==> src/rsc_pkg.sv <==
// Constants, register map and state type of the reset sequence controller
package rsc_pkg;
    // Register word byte addresses
    localparam logic [31:0] OFS_CTRL_CAUSE = 32'h0000_0000;
    localparam logic [31:0] OFS_CONFIG = 32'h0000_0004;
    localparam logic [31:0] OFS_STATUS = 32'h0000_0008;

    // Control byte in data bits 31:24, cause byte in 23:16
    localparam int CTRL_LSB = 24;
    localparam int CAUSE_LSB = 16;
    localparam int CTRL_SEL = 3;
    localparam int CTRL_SOFT_BIT = 31;
    localparam int CTRL_FORCE_BIT = 30;

    // Reset cause byte layout
    localparam int CAUSE_SOFT = 5;
    localparam int CAUSE_WATCHDOG = 4;
    localparam int CAUSE_POR = 3;
    localparam int CAUSE_PIN = 2;
    localparam int CAUSE_CLK_LOSS = 1;
    localparam int CAUSE_LOCK_LOSS = 0;
    localparam logic [7:0] CAUSE_POR_ONLY = 8'h08;

    // Configuration word, byte lane 0
    localparam int CFG_SEL = 0;
    localparam int CFG_PLL_MODE = 0;
    localparam int CFG_CLK_LOSS_EN = 1;
    localparam int CFG_LOCK_LOSS_EN = 2;
    localparam int CFG_BM_EN = 3;
    localparam int CFG_BM_TO_LSB = 4;
    localparam int BM_TO_W = 2;
    localparam logic [7:0] CFG_RST = 8'h00;

    // Status word: latched configuration in the low bits, then sequence flag
    localparam int STAT_ACTIVE_BIT = 8;

    // Timing
    localparam int RELEASE_CYCLES = 512;
    localparam int PIN_MIN_EDGES = 4;
    localparam int BM_UNIT_CYCLES = 64;
    localparam int BM_CNT_W = 10;

    typedef enum logic [2:0] {
        ST_POR,
        ST_IDLE,
        ST_SYNC_WAIT,
        ST_WAIT_PIN,
        ST_WAIT_LOCK,
        ST_COUNT,
        ST_LATCH_CFG
    } rsc_state_type;
endpackage

==> src/rsc_reset_sequencer.sv <==
// Reset sequence controller with Wishbone register slave
// Behaviour
// - POR, clock/lock loss, stop-mode pin are asynchronous
// - Synchronous request waits bus end, then asserts
// - Bus monitor forced on while deferring
// - Running writes finish; a cycle is cut only by monitor timeout or an async request in bus wait
// - Asynchronous sources assert reset without waiting
// - Power-up holds reset: supply, lock, 512
// - Pin low four edges latches external request
// - Stop-mode pin reset recognised without the four-edge count
// - Clock loss reset: PLL mode, enabled, failure
// - Lock loss reset: PLL mode, enabled, unlock
// - Software bit starts synchronous reset path
// - Synchronous order: latch, monitor, assert, waits, release
// - Pin reasserted in lock/count returns to pin wait
// - Internal asynchronous: assert, lock, count, release
// - Lock lost in count returns to lock wait
// - Power-on restarts sequence from initial state
// - Loss during bus wait ends cycle, latches, waits pin
// - Lock loss during count restarts the count from zero after relock
// - POR sets only the power-on flag
// - Loss in bus wait sets requester and loss flags
// - Plain synchronous sequence sets only requester flags
// - Internal sequence sets loss flags plus any soft/watchdog request of that cycle
// - Software bit cleared by its own reset
// - Cause flags read-only at any time
// - Force bit drives reset output directly
module rsc_reset_sequencer
    import rsc_pkg::*;
#(
    parameter int CFG_W = 8,
    parameter int RELEASE_N = RELEASE_CYCLES
) (
    input wire logic clk_i, // System clock, 20 MHz
    input wire logic rst_i, // Synchronous reset, high
    input wire logic cyc_i, // Wishbone cycle
    input wire logic stb_i, // Wishbone strobe
    input wire logic we_i, // Wishbone write
    input wire logic [31:0] adr_i, // Wishbone byte address
    input wire logic [3:0] sel_i, // Wishbone byte enables
    input wire logic [31:0] dat_i, // Wishbone write data
    output logic [31:0] dat_o, // Wishbone read data
    output logic ack_o, // Wishbone acknowledge
    input wire logic power_low_i, // Supply below minimum, high
    input wire logic reset_n_i, // External reset pin, low
    input wire logic pll_lock_i, // PLL lock indication
    input wire logic config_latch_select_n_i, // Config latch select pin, low
    input wire logic [CFG_W-1:0] config_data_i, // Config pins
    input wire logic stop_mode_i, // Low-power stop active
    input wire logic watchdog_i, // Watchdog timeout pulse
    input wire logic pll_ref_fail_i, // PLL reference failed
    input wire logic pll_fail_i, // PLL failed
    input wire logic bus_cycle_active_i, // Bus cycle in progress
    input wire logic bus_cycle_done_i, // Bus cycle terminated normally
    output logic bus_monitor_on_o, // Bus monitor enable
    output logic bus_terminate_o, // End current bus cycle
    output logic sys_reset_o, // Internal system reset
    output logic reset_out_pin_n_o, // Reset output pin, low
    output logic [CFG_W-1:0] config_latched_o // Latched configuration
);
    localparam int PW = CFG_W + 4;
    localparam int CNT_W = $clog2(RELEASE_N);
    localparam logic [PW-1:0] PIN_RST = {{CFG_W{1'b0}}, 4'hb};
    localparam logic [2:0] PIN_MAX = 3'(PIN_MIN_EDGES);

    function automatic logic [BM_CNT_W-1:0] bm_limit(input logic [BM_TO_W-1:0] field);
        bm_limit = BM_CNT_W'((int'(field) + 1) * BM_UNIT_CYCLES - 1);
    endfunction

    rsc_state_type state_reg, state_next;
    logic [PW-1:0] pin_s1_reg, pin_s2_reg, pin_s3_reg, pin_f_reg, pin_f_next;
    logic [2:0] pin_cnt_reg, pin_cnt_next;
    logic [CNT_W-1:0] cnt_reg, cnt_next;
    logic [BM_CNT_W-1:0] bm_cnt_reg, bm_cnt_next;
    logic [7:0] cause_reg, cause_next, cfg_reg, cfg_next;
    logic [CFG_W-1:0] cfg_lat_reg, cfg_lat_next;
    logic [2:0] pend_reg, pend_next;
    logic soft_reg, soft_next, force_reg, force_next;
    logic seq_rst_reg, lock_d_reg, ack_reg;
    logic [31:0] dat_reg, rd_mux;

    // Filtered pins
    wire por_f = pin_f_reg[0];
    wire rstn_f = pin_f_reg[1];
    wire lock_f = pin_f_reg[2];
    wire cfg_sel_n_f = pin_f_reg[3];
    wire [CFG_W-1:0] cfg_pins_f = pin_f_reg[PW-1:4];

    wire pll_mode = cfg_reg[CFG_PLL_MODE];
    wire lock_ok = ~pll_mode | lock_f;
    wire pin_held = (pin_cnt_reg == PIN_MAX) & ~stop_mode_i;
    wire stop_pin = stop_mode_i & ~rstn_f;
    wire clk_loss = pll_mode & cfg_reg[CFG_CLK_LOSS_EN] & (pll_ref_fail_i | pll_fail_i);
    wire lock_loss = pll_mode & cfg_reg[CFG_LOCK_LOSS_EN] & lock_d_reg & ~lock_f;
    wire async_req = clk_loss | lock_loss | stop_pin;
    wire sync_req = pin_held | watchdog_i | soft_reg;
    wire deferring = state_reg == ST_SYNC_WAIT;
    wire bm_on = cfg_reg[CFG_BM_EN] | deferring;
    wire bm_expire = bm_on & bus_cycle_active_i & (bm_cnt_reg == bm_limit(cfg_reg[CFG_BM_TO_LSB +: BM_TO_W]));
    // Only a finished or timed-out cycle counts, so writes in flight complete
    wire bus_end = ~bus_cycle_active_i | bus_cycle_done_i | bm_expire;
    wire latch_sync = deferring & (state_next == ST_WAIT_PIN) & ~por_f;
    wire latch_async = (state_reg == ST_IDLE) & (state_next == ST_WAIT_LOCK | state_next == ST_WAIT_PIN) & ~por_f;

    // Wishbone decode
    wire wb_req = cyc_i & stb_i;
    wire wb_wr = wb_req & we_i & ack_reg;
    wire hit_ctrl = adr_i == OFS_CTRL_CAUSE;
    wire hit_cfg = adr_i == OFS_CONFIG;
    wire hit_stat = adr_i == OFS_STATUS;
    wire ctrl_wr = wb_wr & hit_ctrl & sel_i[CTRL_SEL];
    wire cfg_wr = wb_wr & hit_cfg & sel_i[CFG_SEL];
    // Shift instead of a zero-width filler when CFG_W reaches the flag position
    wire [31:0] stat_word = 32'(cfg_lat_reg) | (32'(seq_rst_reg) << STAT_ACTIVE_BIT);

    assign rd_mux = hit_ctrl ? ({soft_reg, force_reg, 6'h00, 24'h00_0000} | (32'(cause_reg) << CAUSE_LSB)) :
                    hit_cfg ? {24'h00_0000, cfg_reg} :
                    hit_stat ? stat_word : 32'h0000_0000;
    assign ack_o = ack_reg;
    assign dat_o = dat_reg;
    assign bus_monitor_on_o = bm_on;
    assign bus_terminate_o = bm_expire | (deferring & async_req & ~por_f);
    assign sys_reset_o = seq_rst_reg;
    assign reset_out_pin_n_o = ~(seq_rst_reg | force_reg);
    assign config_latched_o = cfg_lat_reg;

    // A pin change counts once the two later stages agree
    assign pin_f_next = (pin_s2_reg & ~(pin_s2_reg ^ pin_s3_reg)) | (pin_f_reg & (pin_s2_reg ^ pin_s3_reg));
    assign pin_cnt_next = rstn_f ? 3'h0 : (pin_held ? pin_cnt_reg : pin_cnt_reg + 3'h1);
    // Counter restarts on any state other than the count itself
    assign cnt_next = (state_reg == ST_COUNT && state_next == ST_COUNT) ? cnt_reg + CNT_W'(1) : '0;
    assign bm_cnt_next = (bm_on & bus_cycle_active_i & ~bus_cycle_done_i & ~bm_expire) ? bm_cnt_reg + BM_CNT_W'(1) : '0;
    assign pend_next = (deferring ? pend_reg : 3'h0) | {soft_reg, watchdog_i, pin_held};
    // Write wins over the hardware clear so a fresh request is kept
    assign soft_next = ctrl_wr ? dat_i[CTRL_SOFT_BIT] : (soft_reg & ~latch_sync);
    assign force_next = ctrl_wr ? dat_i[CTRL_FORCE_BIT] : force_reg;
    assign cfg_next = cfg_wr ? dat_i[7:0] : cfg_reg;
    assign cfg_lat_next = (state_reg == ST_LATCH_CFG && !cfg_sel_n_f) ? cfg_pins_f : cfg_lat_reg;

    always_comb begin
        cause_next = cause_reg;
        if (state_next == ST_POR) begin
            cause_next = CAUSE_POR_ONLY;
        end else if (latch_sync) begin
            cause_next = '0;
            cause_next[CAUSE_SOFT] = pend_next[2];
            cause_next[CAUSE_WATCHDOG] = pend_next[1];
            cause_next[CAUSE_PIN] = pend_next[0];
            cause_next[CAUSE_CLK_LOSS] = clk_loss;
            cause_next[CAUSE_LOCK_LOSS] = lock_loss;
        end else if (latch_async) begin
            cause_next = '0;
            cause_next[CAUSE_SOFT] = soft_reg;
            cause_next[CAUSE_WATCHDOG] = watchdog_i;
            cause_next[CAUSE_PIN] = stop_pin;
            cause_next[CAUSE_CLK_LOSS] = clk_loss;
            cause_next[CAUSE_LOCK_LOSS] = lock_loss;
        end
    end

    always_comb begin
        state_next = state_reg;
        unique case (state_reg)
            ST_POR: begin
                if (!por_f) begin
                    state_next = ST_WAIT_LOCK;
                end
            end
            ST_IDLE: begin
                if (stop_pin) begin
                    state_next = ST_WAIT_PIN;
                end else if (clk_loss | lock_loss) begin
                    state_next = ST_WAIT_LOCK;
                end else if (sync_req) begin
                    state_next = ST_SYNC_WAIT;
                end
            end
            ST_SYNC_WAIT: begin
                if (async_req | bus_end) begin
                    state_next = ST_WAIT_PIN;
                end
            end
            ST_WAIT_PIN: begin
                if (rstn_f) begin
                    state_next = ST_WAIT_LOCK;
                end
            end
            ST_WAIT_LOCK: begin
                if (pin_held) begin
                    state_next = ST_WAIT_PIN;
                end else if (lock_ok) begin
                    state_next = ST_COUNT;
                end
            end
            ST_COUNT: begin
                if (pin_held) begin
                    state_next = ST_WAIT_PIN;
                end else if (!lock_ok) begin
                    state_next = ST_WAIT_LOCK;
                end else if (cnt_reg == CNT_W'(RELEASE_N - 1)) begin
                    state_next = ST_LATCH_CFG;
                end
            end
            ST_LATCH_CFG: begin
                state_next = ST_IDLE;
            end
        endcase
        if (por_f) begin
            state_next = ST_POR;
        end
    end

    always_ff @(posedge clk_i) begin
        pin_s1_reg <= {config_data_i, config_latch_select_n_i, pll_lock_i, reset_n_i, power_low_i};
        pin_s2_reg <= pin_s1_reg;
        pin_s3_reg <= pin_s2_reg;
        if (rst_i) begin
            pin_f_reg <= PIN_RST;
            pin_cnt_reg <= 3'h0;
            lock_d_reg <= 1'b0;
        end else begin
            pin_f_reg <= pin_f_next;
            pin_cnt_reg <= pin_cnt_next;
            lock_d_reg <= lock_f;
        end
    end

    always_ff @(posedge clk_i) begin
        if (rst_i) begin
            state_reg <= ST_POR;
            seq_rst_reg <= 1'b1;
            cnt_reg <= '0;
            bm_cnt_reg <= '0;
            pend_reg <= 3'h0;
            cause_reg <= CAUSE_POR_ONLY;
        end else begin
            state_reg <= state_next;
            // Asserted on the edge into any state other than idle or the bus wait
            seq_rst_reg <= state_next != ST_IDLE && state_next != ST_SYNC_WAIT;
            cnt_reg <= cnt_next;
            bm_cnt_reg <= bm_cnt_next;
            pend_reg <= pend_next;
            cause_reg <= cause_next;
        end
    end

    always_ff @(posedge clk_i) begin
        if (rst_i) begin
            soft_reg <= 1'b0;
            force_reg <= 1'b0;
            cfg_reg <= CFG_RST;
            cfg_lat_reg <= '0;
            ack_reg <= 1'b0;
            dat_reg <= 32'h0000_0000;
        end else begin
            soft_reg <= soft_next;
            force_reg <= force_next;
            cfg_reg <= cfg_next;
            cfg_lat_reg <= cfg_lat_next;
            ack_reg <= wb_req & ~ack_reg;
            dat_reg <= (wb_req & ~ack_reg & ~we_i) ? rd_mux : dat_reg;
        end
    end

    property p_defer_monitor;
        @(posedge clk_i) disable iff (rst_i) deferring |-> bus_monitor_on_o;
    endproperty
    a_defer_monitor: assert property (p_defer_monitor) else $error("monitor off while deferring");

    property p_sync_assert;
        @(posedge clk_i) disable iff (rst_i)
            deferring && bus_end && !por_f |=> sys_reset_o && state_reg == ST_WAIT_PIN;
    endproperty
    a_sync_assert: assert property (p_sync_assert) else $error("sync reset not asserted after bus end");

    property p_async_now;
        @(posedge clk_i) disable iff (rst_i)
            state_reg == ST_IDLE && (clk_loss || lock_loss) && !por_f |=> !reset_out_pin_n_o;
    endproperty
    a_async_now: assert property (p_async_now) else $error("async reset delayed");

    property p_no_loss_outside_pll;
        @(posedge clk_i) disable iff (rst_i)
            state_reg == ST_IDLE && !pll_mode && !sync_req && !stop_pin && !por_f |=> state_reg == ST_IDLE;
    endproperty
    a_no_loss_outside_pll: assert property (p_no_loss_outside_pll) else $error("loss reset outside PLL mode");

    property p_pin_back;
        @(posedge clk_i) disable iff (rst_i)
            (state_reg == ST_WAIT_LOCK || state_reg == ST_COUNT) && pin_held && !por_f |=> state_reg == ST_WAIT_PIN;
    endproperty
    a_pin_back: assert property (p_pin_back) else $error("pin reassert ignored");

    property p_lock_back;
        @(posedge clk_i) disable iff (rst_i)
            state_reg == ST_COUNT && !lock_ok && !pin_held && !por_f |=> state_reg == ST_WAIT_LOCK ##1 cnt_reg == '0;
    endproperty
    a_lock_back: assert property (p_lock_back) else $error("lock loss in count ignored");

    property p_por_restart;
        @(posedge clk_i) disable iff (rst_i) por_f |=> state_reg == ST_POR && cause_reg == CAUSE_POR_ONLY;
    endproperty
    a_por_restart: assert property (p_por_restart) else $error("power-on did not restart");

    property p_release_exact;
        @(posedge clk_i) disable iff (rst_i)
            $rose(state_reg == ST_LATCH_CFG) |-> $past(cnt_reg) == CNT_W'(RELEASE_N - 1) && sys_reset_o ##1 !sys_reset_o;
    endproperty
    a_release_exact: assert property (p_release_exact) else $error("release count wrong");

    property p_soft_clear;
        @(posedge clk_i) disable iff (rst_i) latch_sync && !ctrl_wr |=> !soft_reg;
    endproperty
    a_soft_clear: assert property (p_soft_clear) else $error("software request not cleared");

    property p_force;
        @(posedge clk_i) disable iff (rst_i) force_reg |-> !reset_out_pin_n_o;
    endproperty
    a_force: assert property (p_force) else $error("force bit did not drive pin");
endmodule // rsc_reset_sequencer

==> config.mk <==
export PLATFORM = sky130hd
export DESIGN_NAME = rsc_reset_sequencer
export DESIGN_NICKNAME = d
export VERILOG_FILES = /design/src/rsc_pkg.sv /design/src/rsc_reset_sequencer.sv
export SDC_FILE = /design/constraint.sdc
export NUM_CORES = 1
export LEC_CHECK = 0
export BUFFER_PORTS_ARGS = -buffer_cell sky130_fd_sc_hd__buf_4
export CORE_ASPECT_RATIO = 0.8
export CORE_MARGIN = 2
export CORE_UTILIZATION = 43
export DETAILED_ROUTE_END_ITERATION = 8
export GPL_TIMING_DRIVEN = 0
export PLACE_DENSITY_LB_ADDON = 0.15
export SYNTH_ARGS = -nofsm -noshare
export SYNTH_HDL_FRONTEND = slang
export SYNTH_SLANG_ARGS = --single-unit
==> constraint.sdc <==
create_clock -name clk_i -period 6 [get_ports clk_i]
set_input_delay 0.6 -clock clk_i [delete_from_list [all_inputs] [get_ports clk_i]]
set_output_delay 0.6 -clock clk_i [all_outputs]
set_load 0.1 [all_outputs]
==> results by group, run 1 <==
Worst setup path
  • R2R Path Start: cfg_reg[4]
  • Critical Path Start Type: flip-flop
  • Crit. Startpoint: cfg_reg[4]
  • Worst EP arrival: 2.36 ns
  • WS Path Type: flip-flop to primary output
  • CP Capture Type: primary output
  • Slowest stage delay, CP: 0.45 ns
  • CP max stage cell: dfxtp_1
  • Crit path max fanout: 7
  • Worst path required time: 5.40 ns
  • Crit path cell chain: ha_1, xor3_1, nor4_2, nand2_1, o21ai_0, buf_4

Final layout
  • Ratio of cells with drive above 1 in the final layout: 27.69%
  • Layout area overhead: 35.57%
  • Inserted Diodes: 0
  • Net count, final: 700
  • Post-route cell area: 6223 um2
  • Max reg flops: 17

Pwr
  • Power Internal: 1.658 mW
  • Sw frac: 21.18%
  • Switching power: 445.5 uW
  • Peak VDD IR: 336.3 uV
  • Clock power frac: 54.8%
  • Reg power frac: 39.4%
  • Comb pwr share: 5.8%
  • PD cells: 338.0 nW/um2
  • Static Leak: 2.525 nW

Route
  • Drt pass-1 iters: 4
  • DRC violations left: 0
  • Wl on met1: 4.617 mm
  • Vias/cell: 4.893
  • Avg WL per Cell: 13.81 um
  • Highest Signal Layer: met4
  • Total Wirelength: 10.41 mm
  • WL met3: 867 um
  • Via count: 3689
  • DR iter-0 viols: 177
  • Post-route ant nets: 0
  • WL met2: 4.839 mm

Floorplan
  • Initial Util: 44.47%
  • IO Pins: 136
  • Placeable Area: 10320 um2
  • Rows: 33
  • Die footprint: 11520 um2
  • Die X: 119.5 um
  • Chip height: 96.42 um

Timing
  • Final Skew: 0.01072 ns
  • Rel. slew slack: 26.28%
  • Tcrit/Tclk final: 49.34%
  • Post-Route Setup TNS: 0 ns
  • Actual slew at the worst max-slew pin: 1.103 ns
  • Period minus WS final: 2.960 ns
  • Slew Viols, Final: 0
  • RSZ-0062 raised after global routing: false
  • # setup viols final: 0
  • Endpoints failing hold: 0
  • Max Clk Rate: 337.8 MHz

Synth
  • EDFF count, synth: 0
  • Most frequent cells after synthesis: dfxtp_1, nor2_1, nand2_1
  • Sequential share of the synthesized area: 52.33%
  • Syn Area/Cell: 9.726 um2
  • Most common cell in the synthesized netlist: dfxtp_1
  • Cells after Synth: 472
  • Yosys top cell area share: 52.33%
  • Predominant post-synthesis flop cell: dfxtp_1
  • FFs w/ async S/R, synth: 0%
  • Synth cell types: 60
  • Yosys reg bits: 120
  • Synthesized area: 4591 um2
  • Synth Warn #: 0
  • Main area contributors after synthesis: dfxtp_1, nor2_1, a21oi_1, nand2_1, buf_4
  • Most area-hungry cell type in the Yosys netlist: dfxtp_1

Clocking
  • Clk sinks: 120
  • Post-CTS Setup Bufs: 0
  • Reg clk slew, reported paths: 0.06 ns
  • Clock buffer count from CTS: 17
  • # hold bufs at CTS: 0
  • H-tree levels: 4
  • Post_cts resized: 0
  • Clock latency on the worst-skew pair: 0.41 ns
  • CTS tree: done
  • Clk buf depth: 2
  • CTS Root Cell: clkbuf_16

Min path
  • HP Class: input port to flip-flop
  • Min-Delay Startpoint: config_data_i[4]

Status
  • Status: complete, no violations

GRT
  • Global-route wire length before repair: 16.64 mm
  • Overflow after GRT: 0
  • Overall Global Routing Usage: 18.96%
  • Number of global-route vias before repair: 3450
  • Initial antenna violation count: 0
  • Maximum number of pins on one net before global-route repair: 17

Placement
  • Post-DP HPWL: 7.672 mm
  • PortBufs: 96
  • Routability Congestion: 0.8382
  • Dpl cell area: 5539 um2

Run
  • Max Cap Viol: 0
logic make-up after synthesis:
| family | synth area share [%] |
|---|---|
| flip-flops | 52.33 |
| other | 0.08169 |
| buffers and inverters | 5.287 |
| XOR/XNOR | 3.952 |
| AO/OA/AOI/OAI | 13.14 |
| AND/OR/NAND/NOR | 20.20 |
| multiplexers | 2.834 |
| adder cells (fa/ha/maj) | 2.181 |
final timing paths:
path / end / slack, ns / cells past startpoint
min: pin_s1_reg[8] / 0.29 / 1
max: bus_terminate_o / 3.04 / 6
max reg2reg: cause_reg[4] / 3.53 / 8
min reg2reg: pin_s2_reg[3] / 0.32 / 0
worst max-delay path, delay by kind of cell, from the launching register on:
kind,cells,cell delay [ns]
compound gates,1,0.19
buf+inv,1,0.32
fa+ha+maj,1,0.20
xor+xnor,1,0.41
flops,1,0.45
simple gates,2,0.37
final cells by class:
cell class	count	area, um2
clock inverters	14	245.2
plain buffers	31	212.7
inverters	8	30.03
flip-flops and latches	120	2402
repair buffers	96	720.7
multi-input cells	327	1998
well taps	140	175.2
fillers	924	4099
clock buffers	18	439.2
layout by cell type, fill, tap and decap left out, types with 3 or more instances in the layout:
master and count:
buf_4 114, o21ai_0 12, conb_1 15, a22oi_1 8
bufinv_16 6, clkbuf_8 3, o21bai_1 3, xor2_1 8
nor3_1 6, nor2b_1 5, nand2_1 48, a21oi_1 38
a211oi_1 4, ha_1 8, nand4_1 4, clkbuf_1 8
a22o_1 8, clkinv_4 5, and3_1 3, dfxtp_1 120
mux2i_1 13, inv_1 8, nand3_1 19, clkbuf_16 17
nor4_1 7, nor3b_1 4, nor2_1 58, nand2b_1 4
xnor2_1 10, nand3b_1 3
per-layer routing:
metal,vias up,GRT usage [%]
li1,1863,-
met1,1691,22.98
met2,127,31.52
met3,8,6.162
met4,0,7.843
met5,-,0
through the flow:
step	total power [mW]	util, %	std cells	hold WS (ns)	worst slack (ns)
floorplan	0.9197	-	486	0.3096	1.415
global placement	0.9640	53.66	722	0.3099	3.420
detailed placement	0.9666	53.66	722	0.3121	3.363
CTS	2.123	60.29	754	0.2783	2.991
global route	2.173	60.29	754	0.2709	2.842
finish	2.103	60.29	754	0.2910	3.040
power by group through the flow:
stage                     registers [mW]  clock network (mW)  logic [mW]
after floorplan                    0.843                   0      0.0762
after global placement             0.844                   0       0.120
after detailed placement           0.845                   0       0.122
after CTS                          0.828                1.17       0.122
after global routing               0.830                1.21       0.130
final                              0.828                1.15       0.122
No activity file was read; power rests on OpenSTA's default activity.
==> inputs of run 2 (changes only) <==
==> constraint.sdc (replaced) <==
create_clock -name clk_i -period 2.8 [get_ports clk_i]
set_input_delay 0.28 -clock clk_i [delete_from_list [all_inputs] [get_ports clk_i]]
set_output_delay 0.28 -clock clk_i [all_outputs]
set_load 0.1 [all_outputs]
==> results by group, run 2 (same netlist as run 1, synthesis figures left out) <==
Final layout
  • Multi-input logic area: 2024 um2
  • Most common cell after layout, fill and taps aside: dfxtp_1
  • Net count, final: 712
  • Ratio of cells with drive above 1 in the final layout: 27.48%
  • Commonest non-fill, non-tap cells in the layout: dfxtp_1, buf_4, nor2_1
  • # fillers: 895
  • Max reg flops: 17
  • Inserted Diodes: 0
  • Layout area overhead: 36.52%
  • Reg area: 2402 um2

Placement
  • Post-DP HPWL: 7.757 mm
  • Routability Congestion: 0.8847
  • PortBufs: 96

Clocking
  • CTS Root Cell: clkbuf_16
  • Clk sinks: 120
  • H-tree levels: 4
  • Clock buffer count from CTS: 17
  • Reg clk slew, reported paths: 0.05 ns
  • Clock latency on the worst-skew pair: 0.41 ns
  • CTS tree: done
  • Post-CTS Setup Bufs: 0
  • Clk buf depth: 2

Worst setup path
  • CP max stage cell: dfxtp_1
  • Worst path required time: 2.52 ns
  • Crit path cell chain: inv_1, ha_1, xnor2_1, mux2i_2, nand2_1, o21ai_4, buf_6
  • Worst EP arrival: 2.37 ns
  • Crit path max fanout: 7
  • Critical Path Start Type: flip-flop
  • Slowest stage delay, CP: 0.46 ns
  • WS Path Type: flip-flop to primary output
  • CP Capture Type: primary output

Route
  • Via count: 3734
  • DR iter-0 viols: 160
  • Drt pass-1 iters: 4
  • Avg WL per Cell: 13.74 um
  • Post-route ant nets: 0
  • DRC violations left: 0
  • Vias/cell: 4.875
  • Total Wirelength: 10.52 mm

Floorplan
  • Die X: 119.5 um
  • Initial Util: 44.47%
  • Rows: 33
  • IO Pins: 136
  • Placeable Area: 10320 um2
  • Die footprint: 11520 um2
  • Chip height: 96.42 um

Timing
  • Endpoints failing hold: 0
  • Period minus WS final: 2.648 ns
  • Rel. slew slack: 25.25%
  • Final Skew: 0.009162 ns
  • # setup viols final: 0
  • Hold Slack: 0.1084 ns
  • Slew Viols, Final: 0
  • Tcrit/Tclk final: 94.56%
  • Actual slew at the worst max-slew pin: 1.119 ns
  • Max Clk Rate: 377.7 MHz
  • RSZ-0062 raised after global routing: false
  • Post-Route Setup TNS: 0 ns

Status
  • Status: complete, no violations

GRT
  • Global-route wire length before repair: 16.36 mm
  • Overflow after GRT: 0
  • Number of global-route vias before repair: 3387
  • Overall Global Routing Usage: 18.63%
  • Initial antenna violation count: 0
  • Maximum number of pins on one net before global-route repair: 17

Pwr
  • Static Leak: 2.514 nW
  • PD cells: 661.5 nW/um2
  • Peak VDD IR: 633.9 uV

Min path
  • HP Class: input port to flip-flop

Run
  • Max Cap Viol: 0
## run 2: repair_timing
item	in CTS	in global routing
hold buffers	12	0
gates resized for setup	1	2
setup endpoints to repair	1	1
hold endpoints to repair	12	0
## run 2: metrics by stage
step                      util [%]  setup slack, ns  area [um2]  total power [mW]  cells
after floorplan                  -           0.3484        4657             1.971    486
after global placement       53.79           0.2096        5553             2.066    722
after detailed placement     53.79           0.1643        5553             2.072    722
after CTS                    60.64          0.05420        6260             4.188    766
after global routing         60.72          0.03741        6267             4.294    766
final                        60.72           0.1523        6267             4.146    766
## run 2: path summary, 6_finish.rpt
| path | start | endpoint | slack [ns] | cells after the start |
|---|---|---|---|---|
| worst max-delay path | cfg_reg[4] | bus_terminate_o | 0.15 | 7 |
| worst min-delay path | dat_i[4] | cfg_reg[4] | 0.11 | 3 |
| worst max register to register | cfg_reg[4] | cause_reg[0] | 0.29 | 9 |
| worst min register to register | pin_s1_reg[7] | pin_s2_reg[7] | 0.32 | 0 |
## run 2: area by class of cell
type / count / share of cell area (%)
Clock buffer: 18 / 6.848
Clock inverter: 14 / 2.376
Timing Repair Buffer: 108 / 13.48
Multi-Input combinational cell: 327 / 32.30
Tap cell: 140 / 2.795
Inverter: 8 / 0.4791
Sequential cell: 120 / 38.33
Buffer: 31 / 3.394
## run 2: metal layers
| metal | share of wire (%) | vias up | track usage (%) |
|---|---|---|---|
| met5 | 0 | - | 0 |
| met4 | 0.42 | 0 | 7.255 |
| met3 | 8.2 | 4 | 6.631 |
| met2 | 47 | 135 | 30.10 |
| met1 | 44 | 1697 | 23.09 |
| li1 | - | 1898 | - |
## run 2: power breakdown
part / leakage (nW) / total, mW / switching (mW) / internal [mW]
sequential: 0.984 / 1.77 / 0.0217 / 1.75
clock: 0.273 / 2.10 / 0.785 / 1.31
combinational: 1.26 / 0.276 / 0.164 / 0.112
## run 2: worst max-delay path: cells and delay by family (launching register included)
family | cells | cell delay (ns)
XOR/XNOR | 1 | 0.20
adder cells (fa/ha/maj) | 1 | 0.30
flip-flops | 1 | 0.46
AND/OR/NAND/NOR | 1 | 0.17
multiplexers | 1 | 0.33
buffers and inverters | 2 | 0.31
AO/OA/AOI/OAI | 1 | 0.18
==> inputs of run 3 (changes only) <==
==> constraint.sdc (replaced) <==
create_clock -name clk_i -period 2.48 [get_ports clk_i]
set_input_delay 0.248 -clock clk_i [delete_from_list [all_inputs] [get_ports clk_i]]
set_output_delay 0.248 -clock clk_i [all_outputs]
set_load 0.1 [all_outputs]
==> results by group, run 3 (same netlist as run 1, synthesis figures left out) <==
GRT
  • Global-route wire length before repair: 16.48 mm
  • Overflow after GRT: 0
  • Number of global-route vias before repair: 3411
  • Maximum number of pins on one net before global-route repair: 17
  • Initial antenna violation count: 0
  • Overall Global Routing Usage: 18.73%

Clocking
  • CTS Root Cell: clkbuf_16
  • H-tree levels: 4
  • Reg clk slew, reported paths: 0.05 ns
  • Clk buf depth: 2
  • Clk sinks: 120
  • CTS tree: done
  • Clock buffer count from CTS: 17
  • Clock latency on the worst-skew pair: 0.41 ns

Timing
  • # setup viols final: 0
  • Tcrit/Tclk final: 98.56%
  • Period minus WS final: 2.444 ns
  • Endpoints failing hold: 0
  • Slew Viols, Final: 0
  • Final Skew: 0.005208 ns
  • Final worst setup slack: 0.03573 ns
  • Hold Slack: 0.07278 ns
  • Max Clk Rate: 409.1 MHz
  • Rel. slew slack: 23.03%
  • RSZ-0062 raised after global routing: true
  • Actual slew at the worst max-slew pin: 1.152 ns
  • Post-Route Setup TNS: 0 ns

Worst setup path
  • Crit path cell chain: buf_4, ha_1, xor3_1, nor4_4, nand2_2, o21ai_4, buf_12
  • Critical Path Start Type: flip-flop
  • R2R Path Start: cfg_reg[4]
  • Worst EP arrival: 2.20 ns
  • Reg2Reg Depth: 9
  • CP Capture Type: primary output
  • Slowest stage delay, CP: 0.37 ns
  • Crit. Startpoint: cfg_reg[4]
  • Crit path max fanout: 6
  • WS Path Type: flip-flop to primary output
  • Worst path required time: 2.23 ns
  • CP max stage cell: dfxtp_4

Floorplan
  • Die footprint: 11520 um2
  • Placeable Area: 10320 um2
  • Chip height: 96.42 um
  • Die X: 119.5 um
  • Rows: 33
  • Initial Util: 44.47%
  • IO Pins: 136

Route
  • Via count: 3790
  • Avg WL per Cell: 13.98 um
  • DR iter-0 viols: 137
  • Post-route ant nets: 0
  • DRC violations left: 0
  • Total Wirelength: 10.81 mm
  • Drt pass-1 iters: 5
  • Vias/cell: 4.903

Final layout
  • Most common cell after layout, fill and taps aside: buf_4
  • Multi-input logic area: 2140 um2
  • # fillers: 882
  • Reg area: 2407 um2
  • Net count, final: 719
  • Ratio of cells with drive above 1 in the final layout: 30.02%
  • Max reg flops: 17
  • Inserted Diodes: 0
  • Post-route cell area: 6441 um2
  • Layout area overhead: 40.31%
  • Commonest non-fill, non-tap cells in the layout: buf_4, dfxtp_1, nor2_1

Placement
  • Dpl cell area: 5553 um2
  • Post-DP HPWL: 7.757 mm
  • Routability Congestion: 0.8847
  • Worst slack, placed: -0.1557 ns
  • PortBufs: 96

Min path
  • HP Class: input port to flip-flop
  • Min-Delay Startpoint: dat_i[4]
  • Hold path depth: 3

Pwr
  • Peak VDD IR: 716.8 uV
  • Static Leak: 2.552 nW
  • PD cells: 728.3 nW/um2

Status
  • Status: complete, no violations

Run
  • Max Cap Viol: 0
run 3: critical path, delay by kind of cell (launching register included):
kind / cells / cell delay, ns
compound gates: 1 / 0.19
xor+xnor: 1 / 0.22
fa+ha+maj: 1 / 0.19
buf+inv: 2 / 0.33
flops: 1 / 0.37
simple gates: 2 / 0.48
run 3: timing repair:
item | in CTS | in global routing
setup endpoints to repair | 17 | 15
setup buffers | 2 | 4
hold endpoints to repair | 12 | 0
resized for setup | 10 | 13
hold buffers | 12 | 0
pin swaps | 5 | 10
cloned | 0 | 1
run 3: stage by stage:
step | power [mW] | cells | util (%)
2_1_floorplan | 2.225 | 486 | -
3_3_place_gp | 2.333 | 722 | 53.79
3_5_place_dp | 2.339 | 722 | 53.79
4_1_cts | 4.729 | 768 | 61.04
5_1_grt | 4.850 | 773 | 62.40
6_report | 4.691 | 773 | 62.40
run 3: power breakdown:
group	internal (mW)	switching, mW	leakage, nW
registers	1.98	0.0247	0.985
clock network	1.48	0.891	0.273
logic	0.130	0.188	1.29
run 3: path summary, 6_finish.rpt:
| check | to | slack, ns |
|---|---|---|
| worst max-delay path | bus_terminate_o | 0.04 |
| worst min-delay path | cfg_reg[4] | 0.07 |
| worst max register to register | cnt_reg[7] | 0.10 |
| worst min register to register | pin_s2_reg[7] | 0.32 |
run 3: final cells by class:
type / count / share of cell area, %
sequential: 120 / 37.37
multi-input combinational: 328 / 33.22
timing repair buffer: 114 / 13.95
clock buffer: 18 / 6.663
buffer: 31 / 3.302
tap: 140 / 2.720
clock inverter: 14 / 2.312
inverter: 8 / 0.4662
run 3: layer usage:
layer,wire length (um),vias up,GRT usage (%)
met5,0,-,0
met4,149,0,7.255
met3,888,13,6.631
met2,4973,134,30.14
met1,4794,1730,23.35
li1,-,1913,-
